**src/common/search_pkg.sv**
```systemverilog
package search_pkg;

   // register indices; byte address is four times the index
   localparam logic [7:0] IDX_CTRL      = 8'h50;
   localparam logic [7:0] IDX_PTR       = 8'h51;
   localparam logic [7:0] IDX_MACVID_LO = 8'h60;
   localparam logic [7:0] IDX_MACVID_HI = 8'h61;
   localparam logic [7:0] IDX_DATA      = 8'h68;
   localparam logic [7:0] IDX_IRQ_STAT  = 8'h80;
   localparam logic [7:0] IDX_IRQ_MASK  = 8'h81;

   // field positions
   localparam int unsigned CTRL_GO_BIT    = 7;
   localparam int unsigned CTRL_FOUND_BIT = 0;
   localparam int unsigned PTR_VALID_BIT  = 15;
   localparam int unsigned RES_VALID_BIT  = 16;
   localparam int unsigned IRQ_FOUND_BIT  = 0;
   localparam int unsigned IRQ_DONE_BIT   = 1;

   // widths
   localparam int unsigned MAC_W  = 48;
   localparam int unsigned VID_W  = 12;
   localparam int unsigned DATA_W = 16;
   localparam int unsigned PTR_W  = 15;
   localparam int unsigned IRQ_W  = 2;

   // reset values
   localparam logic [7:0]        CTRL_RESET = 8'h00;
   localparam logic [15:0]       PTR_RESET  = 16'h0000;
   localparam logic [IRQ_W-1:0]  IRQ_RESET  = 2'h0;
   localparam logic [31:0]       WORD_ZERO  = 32'h0000_0000;

   // bus encodings
   localparam logic [1:0] HTRANS_NONSEQ = 2'h2;
   localparam logic [2:0] HSIZE_WORD    = 3'h2;

   typedef enum logic [2:0] {
      WALK_IDLE = 3'h0,
      WALK_READ = 3'h1,
      WALK_WAIT = 3'h3,
      WALK_HOLD = 3'h2,
      WALK_END  = 3'h6
   } walk_state_t;

endpackage

```
**src/common/walk_if.sv**
```systemverilog
`timescale 1ns/1ps
interface walk_if #(parameter int unsigned AW = 11);
   logic                          start;
   logic                          release_hold;
   logic                          found;
   logic                          done;
   logic                          busy;
   logic [search_pkg::PTR_W-1:0]  ptr;
   logic                          tbl_rd;
   logic [AW-1:0]                 tbl_addr;
   logic                          tbl_ack;
   logic                          tbl_valid;

   modport ctrl (output start, output release_hold, output tbl_ack, output tbl_valid,
                 input found, input done, input busy, input ptr, input tbl_rd, input tbl_addr);
   modport walker (input start, input release_hold, input tbl_ack, input tbl_valid,
                   output found, output done, output busy, output ptr, output tbl_rd, output tbl_addr);
endinterface

```
**src/hw/table_search_top.sv**
```systemverilog
// Our own choice: the AHB-Lite interface to the registers.
`timescale 1ns/1ps
// Overview of operation
// - Writing one to the go bit of the control register starts a walk through every table entry in order.
// - Each valid entry met by the walk is loaded into the result registers (data, MAC address, VLAN id).
// - After a found entry the walk pauses and resumes only once the data result register is read.
// - The go bit clears itself when the whole table has been walked, so software can poll it.
// - The found flag in the control register is set whenever the walk presents an entry.
// - The found flag returns to zero when software reads the data result register.
// - Reserved control bits are written as zero and read back as zero.
// - The pointer valid bit is high while the low bits hold the pointer of the entry being visited.
// - The low fifteen bits of the pointer register show the entry location currently visited.
// - That pointer is an internal encoding, meant for diagnostic observation only.
// - The data result register carries the entry valid bit, and reading it clears the stored data.
// - The MAC/VID result registers hold the VLAN id and MAC address of the found entry, read only.
module table_search_top
   import search_pkg::*;
#(
   parameter int unsigned TABLE_AW = 11
) (
   // clock and reset
   input  wire logic                       core_clk_i,
   input  wire logic                       nrst_i,
   // ahb-lite slave
   input  wire logic                       hsel_i,
   input  wire logic [31:0]                haddr_i,
   input  wire logic [1:0]                 htrans_i,
   input  wire logic                       hwrite_i,
   input  wire logic [2:0]                 hsize_i,
   input  wire logic [31:0]                hwdata_i,
   input  wire logic                       hready_i,
   output logic      [31:0]                hrdata_o,
   output logic                            hreadyout_o,
   output logic                            hresp_o,
   // lookup table read port
   output logic                            tbl_rd_o,
   output logic      [TABLE_AW-1:0]        tbl_addr_o,
   input  wire logic                       tbl_ack_i,
   input  wire logic                       tbl_valid_i,
   input  wire logic [search_pkg::MAC_W-1:0]  tbl_mac_i,
   input  wire logic [search_pkg::VID_W-1:0]  tbl_vid_i,
   input  wire logic [search_pkg::DATA_W-1:0] tbl_data_i,
   // interrupt
   output logic                            irq_o
);
   import search_pkg::*;

   walk_if #(.AW(TABLE_AW)) wif ();

   // bus pipeline
   logic              acc;
   logic              wr_pend;
   logic              rd_busy;
   logic [7:0]        a_idx;
   logic              a_ok;
   logic              wr_fire;
   logic              rd_fire;

   // register state
   logic              go;
   logic              found_flag;
   logic              result_entry_valid;
   logic [DATA_W-1:0] result_data;
   logic [MAC_W-1:0]  result_mac_address;
   logic [VID_W-1:0]  result_vlan_id;
   logic [IRQ_W-1:0]  irq_status;
   logic [IRQ_W-1:0]  irq_mask;
   logic [IRQ_W-1:0]  irq_event;

   // decoded side effects
   logic              start_walk;
   logic              data_read;
   logic              stat_read;
   logic [PTR_W-1:0]  walk_pointer;
   logic              walk_pointer_valid;

   function automatic logic hits(input logic [7:0] idx, input logic ok, input logic [7:0] reg_idx);
      hits = ok && (idx == reg_idx);
   endfunction

   function automatic logic addr_ok(input logic [31:0] a);
      addr_ok = (a[31:10] == 22'h00_0000) && (a[1:0] == 2'h0);
   endfunction

   // ------------------------------------------------------------------
   // walk engine
   // ------------------------------------------------------------------
   table_walker #(
      .TABLE_AW (TABLE_AW)
   ) u_walker (
      .core_clk_i (core_clk_i),
      .nrst_i     (nrst_i),
      .wif        (wif.walker)
   );

   assign wif.start        = start_walk;
   assign wif.release_hold = data_read;
   assign wif.tbl_ack      = tbl_ack_i;
   assign wif.tbl_valid    = tbl_valid_i;

   assign tbl_rd_o   = wif.tbl_rd;
   assign tbl_addr_o = wif.tbl_addr;

   // ------------------------------------------------------------------
   // ahb-lite slave
   // ------------------------------------------------------------------
   // reads take one wait state so the read mux always sees a write that
   // finished in the cycle before; writes complete with no wait
   assign acc         = hsel_i && hready_i && (htrans_i == HTRANS_NONSEQ);
   assign hreadyout_o = !rd_busy;
   assign hresp_o     = 1'b0;

   always_ff @(posedge core_clk_i or negedge nrst_i) begin
      if (!nrst_i) begin
         a_idx <= 8'h00;
         a_ok  <= 1'b0;
      end else if (acc) begin
         a_idx <= haddr_i[9:2];
         a_ok  <= addr_ok(haddr_i);
      end
   end

   always_ff @(posedge core_clk_i or negedge nrst_i) begin
      if (!nrst_i) begin
         wr_pend <= 1'b0;
      end else begin
         wr_pend <= acc && hwrite_i && (hsize_i == HSIZE_WORD);
      end
   end

   always_ff @(posedge core_clk_i or negedge nrst_i) begin
      if (!nrst_i) begin
         rd_busy <= 1'b0;
      end else if (rd_busy) begin
         rd_busy <= 1'b0;
      end else begin
         rd_busy <= acc && !hwrite_i;
      end
   end

   assign wr_fire = wr_pend;
   assign rd_fire = rd_busy;

   // read side effects fire once, in the wait cycle of the read
   assign data_read = rd_fire && hits(a_idx, a_ok, IDX_DATA);
   assign stat_read = rd_fire && hits(a_idx, a_ok, IDX_IRQ_STAT);

   // a start is only honoured while no walk is running
   assign start_walk = wr_fire && hits(a_idx, a_ok, IDX_CTRL) &&
                       hwdata_i[CTRL_GO_BIT] && !go && !wif.busy;

   // ------------------------------------------------------------------
   // control register
   // ------------------------------------------------------------------
   always_ff @(posedge core_clk_i or negedge nrst_i) begin
      if (!nrst_i) begin
         go <= CTRL_RESET[CTRL_GO_BIT];
      end else if (start_walk) begin
         go <= 1'b1;
      end else if (wif.done) begin
         go <= 1'b0;
      end
      // a written zero is not a clear path here, so a walk cannot be aborted
   end

   always_ff @(posedge core_clk_i or negedge nrst_i) begin
      if (!nrst_i) begin
         found_flag <= CTRL_RESET[CTRL_FOUND_BIT];
      end else if (wif.found) begin
         found_flag <= 1'b1;
      end else if (data_read) begin
         found_flag <= 1'b0;
      end
   end

   // ------------------------------------------------------------------
   // result registers
   // ------------------------------------------------------------------
   always_ff @(posedge core_clk_i or negedge nrst_i) begin
      if (!nrst_i) begin
         result_entry_valid <= 1'b0;
         result_data        <= '0;
      end else if (wif.found) begin
         result_entry_valid <= 1'b1;
         result_data        <= tbl_data_i;
      end else if (data_read) begin
         result_entry_valid <= 1'b0;
         result_data        <= '0;
      end
   end

   // mac and vlan id stay put after the data read; only a new hit replaces them
   always_ff @(posedge core_clk_i or negedge nrst_i) begin
      if (!nrst_i) begin
         result_mac_address <= '0;
         result_vlan_id     <= '0;
      end else if (wif.found) begin
         result_mac_address <= tbl_mac_i;
         result_vlan_id     <= tbl_vid_i;
      end
   end

   // ------------------------------------------------------------------
   // diagnostic pointer
   // ------------------------------------------------------------------
   assign walk_pointer       = wif.ptr;
   assign walk_pointer_valid = wif.busy;

   // ------------------------------------------------------------------
   // interrupts
   // ------------------------------------------------------------------
   always_comb begin
      irq_event                = '0;
      irq_event[IRQ_FOUND_BIT] = wif.found;
      irq_event[IRQ_DONE_BIT]  = wif.done;
   end

   // an event in the same cycle as the clearing read still lands
   always_ff @(posedge core_clk_i or negedge nrst_i) begin
      if (!nrst_i) begin
         irq_status <= IRQ_RESET;
      end else if (stat_read) begin
         irq_status <= irq_event;
      end else begin
         irq_status <= irq_status | irq_event;
      end
   end

   always_ff @(posedge core_clk_i or negedge nrst_i) begin
      if (!nrst_i) begin
         irq_mask <= IRQ_RESET;
      end else if (wr_fire && hits(a_idx, a_ok, IDX_IRQ_MASK)) begin
         irq_mask <= hwdata_i[IRQ_W-1:0];
      end
   end

   always_ff @(posedge core_clk_i or negedge nrst_i) begin
      if (!nrst_i) begin
         irq_o <= 1'b0;
      end else begin
         irq_o <= |(irq_status & irq_mask);
      end
   end

   // ------------------------------------------------------------------
   // read data
   // ------------------------------------------------------------------
   function automatic logic [31:0] read_mux(input logic [7:0] idx, input logic ok);
      logic [31:0] v;
      v = WORD_ZERO;
      if (ok) begin
         case (idx)
            IDX_CTRL: begin
               // reserved bits read as zero
               v[CTRL_GO_BIT]    = go;
               v[CTRL_FOUND_BIT] = found_flag;
            end
            IDX_PTR: begin
               v[PTR_W-1:0]      = walk_pointer;
               v[PTR_VALID_BIT]  = walk_pointer_valid;
            end
            IDX_MACVID_LO: v = result_mac_address[31:0];
            IDX_MACVID_HI: v = {4'h0, result_vlan_id, result_mac_address[MAC_W-1:32]};
            IDX_DATA: begin
               v[DATA_W-1:0]     = result_data;
               v[RES_VALID_BIT]  = result_entry_valid;
            end
            IDX_IRQ_STAT: v[IRQ_W-1:0] = irq_status;
            IDX_IRQ_MASK: v[IRQ_W-1:0] = irq_mask;
            default:      v = WORD_ZERO;
         endcase
      end
      read_mux = v;
   endfunction

   // the value is taken before this cycle's clearing read takes effect
   always_ff @(posedge core_clk_i or negedge nrst_i) begin
      if (!nrst_i) begin
         hrdata_o <= WORD_ZERO;
      end else if (rd_busy) begin
         hrdata_o <= read_mux(a_idx, a_ok);
      end
   end

endmodule // table_search_top

```
**src/hw/table_walker.sv**
```systemverilog
`timescale 1ns/1ps
module table_walker #(
   parameter int unsigned TABLE_AW = 11
) (
   // clock and reset
   input  wire logic core_clk_i,
   input  wire logic nrst_i,
   // control side
   walk_if.walker    wif
);
   import search_pkg::*;

   walk_state_t          state;
   walk_state_t          next_state;
   logic [TABLE_AW-1:0]  idx;
   logic                 last;
   logic                 hit;
   logic                 advance;
   logic [PTR_W-1:0]     idx_wide;

   assign last = (idx == {TABLE_AW{1'b1}});
   assign hit  = (state == WALK_WAIT) && wif.tbl_ack && wif.tbl_valid;
   assign advance = ((state == WALK_WAIT) && wif.tbl_ack && !wif.tbl_valid && !last) ||
                    ((state == WALK_HOLD) && wif.release_hold && !last);

   always_comb begin
      next_state = state;
      case (state)
         WALK_IDLE: if (wif.start) next_state = WALK_READ;
         WALK_READ: next_state = WALK_WAIT;
         WALK_WAIT: begin
            if (wif.tbl_ack) begin
               if (wif.tbl_valid) next_state = WALK_HOLD;
               else if (last) next_state = WALK_END;
               else next_state = WALK_READ;
            end
         end
         WALK_HOLD: begin
            if (wif.release_hold) next_state = last ? WALK_END : WALK_READ;
         end
         WALK_END:  next_state = WALK_IDLE;
         default:   next_state = WALK_IDLE;
      endcase
   end

   always_ff @(posedge core_clk_i or negedge nrst_i) begin
      if (!nrst_i) state <= WALK_IDLE;
      else state <= next_state;
   end

   always_ff @(posedge core_clk_i or negedge nrst_i) begin
      if (!nrst_i) idx <= '0;
      else if (state == WALK_IDLE && wif.start) idx <= '0;
      else if (advance) idx <= idx + 1'b1;
   end

   // the pointer is shown gray coded, not as a plain table index
   assign idx_wide     = PTR_W'(idx);
   assign wif.ptr      = idx_wide ^ (idx_wide >> 1);
   assign wif.tbl_rd   = (state == WALK_READ);
   assign wif.tbl_addr = idx;
   assign wif.found    = hit;
   assign wif.done     = (state == WALK_END);
   assign wif.busy     = (state != WALK_IDLE);

endmodule // table_walker

```
**config.mk**
```make
export PLATFORM = sky130hd
export DESIGN_NAME = table_search_top
export DESIGN_NICKNAME = d
export VERILOG_FILES = /design/src/common/search_pkg.sv /design/src/common/walk_if.sv /design/src/hw/table_search_top.sv /design/src/hw/table_walker.sv
export SDC_FILE = /design/constraint.sdc
export NUM_CORES = 1
export LEC_CHECK = 0
export ABC_AREA = 1
export BUFFER_PORTS_ARGS = -buffer_cell sky130_fd_sc_hd__buf_4
export CAP_MARGIN = 40
export CELL_PAD_IN_SITES_DETAIL_PLACEMENT = 0
export CELL_PAD_IN_SITES_GLOBAL_PLACEMENT = 2
export CORE_UTILIZATION = 30
export CTS_CLUSTER_DIAMETER = 40
export DETAILED_ROUTE_END_ITERATION = 16
export GPL_ROUTABILITY_DRIVEN = 0
export GPL_TIMING_DRIVEN = 0
export PLACE_DENSITY_LB_ADDON = 0.1
export SLEW_MARGIN = 20
export SYNTH_ARGS = -nofsm -noshare
export SYNTH_HDL_FRONTEND = slang
export SYNTH_SLANG_ARGS = --single-unit
```
**constraint.sdc**
```tcl
create_clock -name core_clk_i -period 1.9 [get_ports core_clk_i]
set_clock_uncertainty 0.1 [all_clocks]
set_input_delay 0.19 -clock core_clk_i [delete_from_list [all_inputs] [get_ports core_clk_i]]
set_output_delay 0.19 -clock core_clk_i [all_outputs]
set_load 0.01 [all_outputs]
```
==> run_results.csv <==
group,metric,value,unit
run_status,status,"finished clean",
sta,period_share,95.8,%
clock_network,root_buffer,"clkbuf_16",
synthesis,synth-seq-cells,140,
clock_network,htree_num_levels,4,
setup_path,startpoint_type,"register",
grt,antenna_found_initial,0,
pwr,ir_worst_vdd,0.499,mV
placement,post-dp-hpwl,14300,µm
sta,clock.fmax,0.549,GHz
detailed_routing,firstDrtPassIters,4,
die,num_rows,53,
die,core,21200,µm²
placement,place_inst,1179,
sta,slew_violations,0,
clock_network,cts_made_buffers,17,
synthesis,yosysWarnings,0,
grt,grt_pass1_vias,6180,
die,die_area,22400,µm²
sta,holdWs,44.3,ps
pwr,internal-power,6050,µW
clock_network,cts.sinks,140,
die,initial_utilization,30.9,%
grt,grt.total_usage,18.8,%
sta,fin_crit,1820,ps
detailed_routing,ant_nets,0,
synthesis,syn_area,6550,µm²
clock_network,clk_pin_slew,70,ps
clock_network,clock_latency,420,ps
layout,nNetsFinal,1200,
setup_path,cp.required,1610,ps
synthesis,ys_top_cells_by_area,"dfrtp_1 (53%), nand2_1 (12%), nand3_1 (4.4%)",
pwr,p_switching,1950,µW
pwr,power_frac_comb,12.1,%
detailed_routing,totalWireLength,20200,µm
synthesis,syn_area_per_cell,8.92,µm²
sta,setup_viol,0,
synthesis,synthDistinctLibCells,35,
synthesis,synth-edff-count,0,
flow_run,drv_cap,0,
sta,max_slew_margin,63.8,%
setup_path,worstPathMaxFanout,10,
pwr,power.share.clock,45.8,%
setup_path,critPathCaptureType,"primary output",
setup_path,critPathKind,"register to primary output",
synthesis,async_flop_share,100,%
pwr,power_leakage,0.00529,µW
pwr,power.density,795,nW/µm²
die,pin_count,199,
synthesis,synth_flop_cell,"dfrtp_1",
placement,pre_cts_slack,-202,ps
layout,fin_cells,1327,
grt,grt_overflow,0,
detailed_routing,drt_iter0_drc,252,
detailed_routing,routedWlPerCell,15.2,µm
synthesis,seq_area_frac_synth,53.5,%
pwr,sw_frac_of_total,24.4,%
placement,port_buffers,168,
detailed_routing,vias,6015,
grt,grt_pass1_wl,31900,µm
die,die_height,150,µm
sta,final-hold-violation-count,0,
hold_path,hold_path_class,"primary input to register",
synthesis,synth_fp_nets,896,
die,die_w,150,µm
synthesis,synth_top_cell_area_share,53.5,%
clock_network,cts.path.max_buffers,2,
layout,diodes,0,
synthesis,yosysTopAreaCell,"dfrtp_1",
setup_path,worst_ep_arrival_time,1530,ps
pwr,p_total,8000,µW
detailed_routing,avgViaCountPerCell,4.53,
clock_network,cts_tree,"built",
sta,tightest_slew,542,ps
pwr,seqPwrFrac,42.1,%
sta,setup_slack,79.9,ps
synthesis,synthCells,735,
layout,final_core_util,47.4,%
sta,rsz0062_at_grt,"true",
detailed_routing,drc,0,
layout,syn_to_final_growth,53.5,%
grt,grt_max_degree,78,
layout,drive_gt1_share,29.3,%
-- registers in the layout, indices dropped and copies added (netlist names), 2 cells and up --
register	cells
hrdata_o	32
u_walker.wif.tbl_addr	11
result_data	16
irq_status	2
irq_mask	2
result_mac_address	48
result_vlan_id	12
a_idx	8
u_walker.state	3
-- repair_timing --
| action | in CTS | in global routing |
|---|---|---|
| pin swaps | 1 | 9 |
| setup endpoints to repair | 47 | 89 |
| hold buffers | 98 | 0 |
| resized for setup | 14 | 31 |
| hold endpoints to repair | 152 | 0 |
| buffers inserted | 2 | 16 |
-- per-layer routing --
layer  vias up  track usage [%]  share of wire (%)
met5         -                0                  0
met4         0             5.66                1.1
met3        18             3.54                3.8
met2       121             31.8                 49
met1      2877             24.2                 46
li1       2999                -                  -
-- cell usage after synthesis, types with 6 or more instances --
| cell | n |
|---|---|
| inv_1 | 69 |
| buf_2 | 6 |
| clkbuf_1 | 14 |
| dfrtp_1 | 140 |
| o22ai_1 | 11 |
| nand2_1 | 216 |
| mux2_2 | 25 |
| o21ai_0 | 48 |
| nand3_1 | 58 |
| ha_1 | 9 |
| nor2_1 | 49 |
| mux2_4 | 12 |
| a21oi_1 | 27 |
-- kinds of logic (layout without fill, tap and decap cells) --
kind of cell	Yosys count	after routing	synth area share [%]
buf+inv	97	414	6.30
flops	140	140	53.5
fa+ha+maj	9	9	1.72
other cells	1	1	0.0572
mux	37	37	7.04
compound gates	94	94	7.87
simple gates	351	351	22.8
xor+xnor	6	6	0.802
-- per-stage QoR --
stage	area (µm²)	TNS, ps
2_1_floorplan	6550	0
3_3_place_gp	8160	-21370
3_5_place_dp	8190	-3790
4_1_cts	9870	0
5_1_grt	10100	-63.9
6_report	10100	0
-- layout make-up --
cell class,instances,area (µm²)
well taps,275,344
clock buffers,18,439
fillers,2121,11200
multi-input cells,498,2710
plain buffers,27,173
inverters,70,265
clock inverters,14,204
repair buffers,285,2410
flip-flops and latches,140,3510
-- path summary, 6_finish.rpt --
check | start | endpoint | slack (ps) | cells past startpoint
worst max-delay path | rd_busy$_DFF_PN0_ | hreadyout_o | 80 | 3
worst min-delay path | haddr_i[22] | a_ok$_DFFE_PN0P_ | 40 | 5
worst max register to register | a_idx[7]$_DFFE_PN0P_ | hrdata_o[9]$_DFFE_PN0P_ | 120 | 8
worst min register to register | rd_busy$_DFF_PN0_ | rd_busy$_DFF_PN0_ | 370 | 1
max in group asynchronous | nrst_i | result_vlan_id[3]$_DFFE_PN0N_ | 730 | 3
min in group asynchronous | nrst_i | u_walker.wif.tbl_addr[0]$_DFFE_PN0P_ | 210 | 2
-- power groups by stage --
stage          Sequential, µW  Clock, µW  Combinational (µW)
5_1_grt                  3400       3870                1070
6_report                 3370       3660                 967
2_1_floorplan            3390          0                 385
4_1_cts                  3360       3740                 938
3_5_place_dp             3420          0                 755
3_3_place_gp             3410          0                 729
-- critical path, cell delays in order (launching register included) --
cell and delay, ps:
dfrtp_1 400, inv_1 250, clkbuf_4 310, buf_4 150
-- cells in the final DEF, fill, tap and decap left out, drive strengths merged, types with 4 or more instances in the layout --
cell,netlist,layout
a21oi,27,27
a32o,4,4
buf,13,198
bufinv,0,4
clkbuf,14,34
dfrtp,140,140
dlygate4sd3,0,98
ha,9,9
inv,70,76
mux2,37,37
nand2,220,220
nand3,61,61
nand4,5,5
nor2,54,54
nor3,4,4
nor4,4,4
o21ai,48,48
o22ai,11,11
Power figures use the tool's default switching activity.
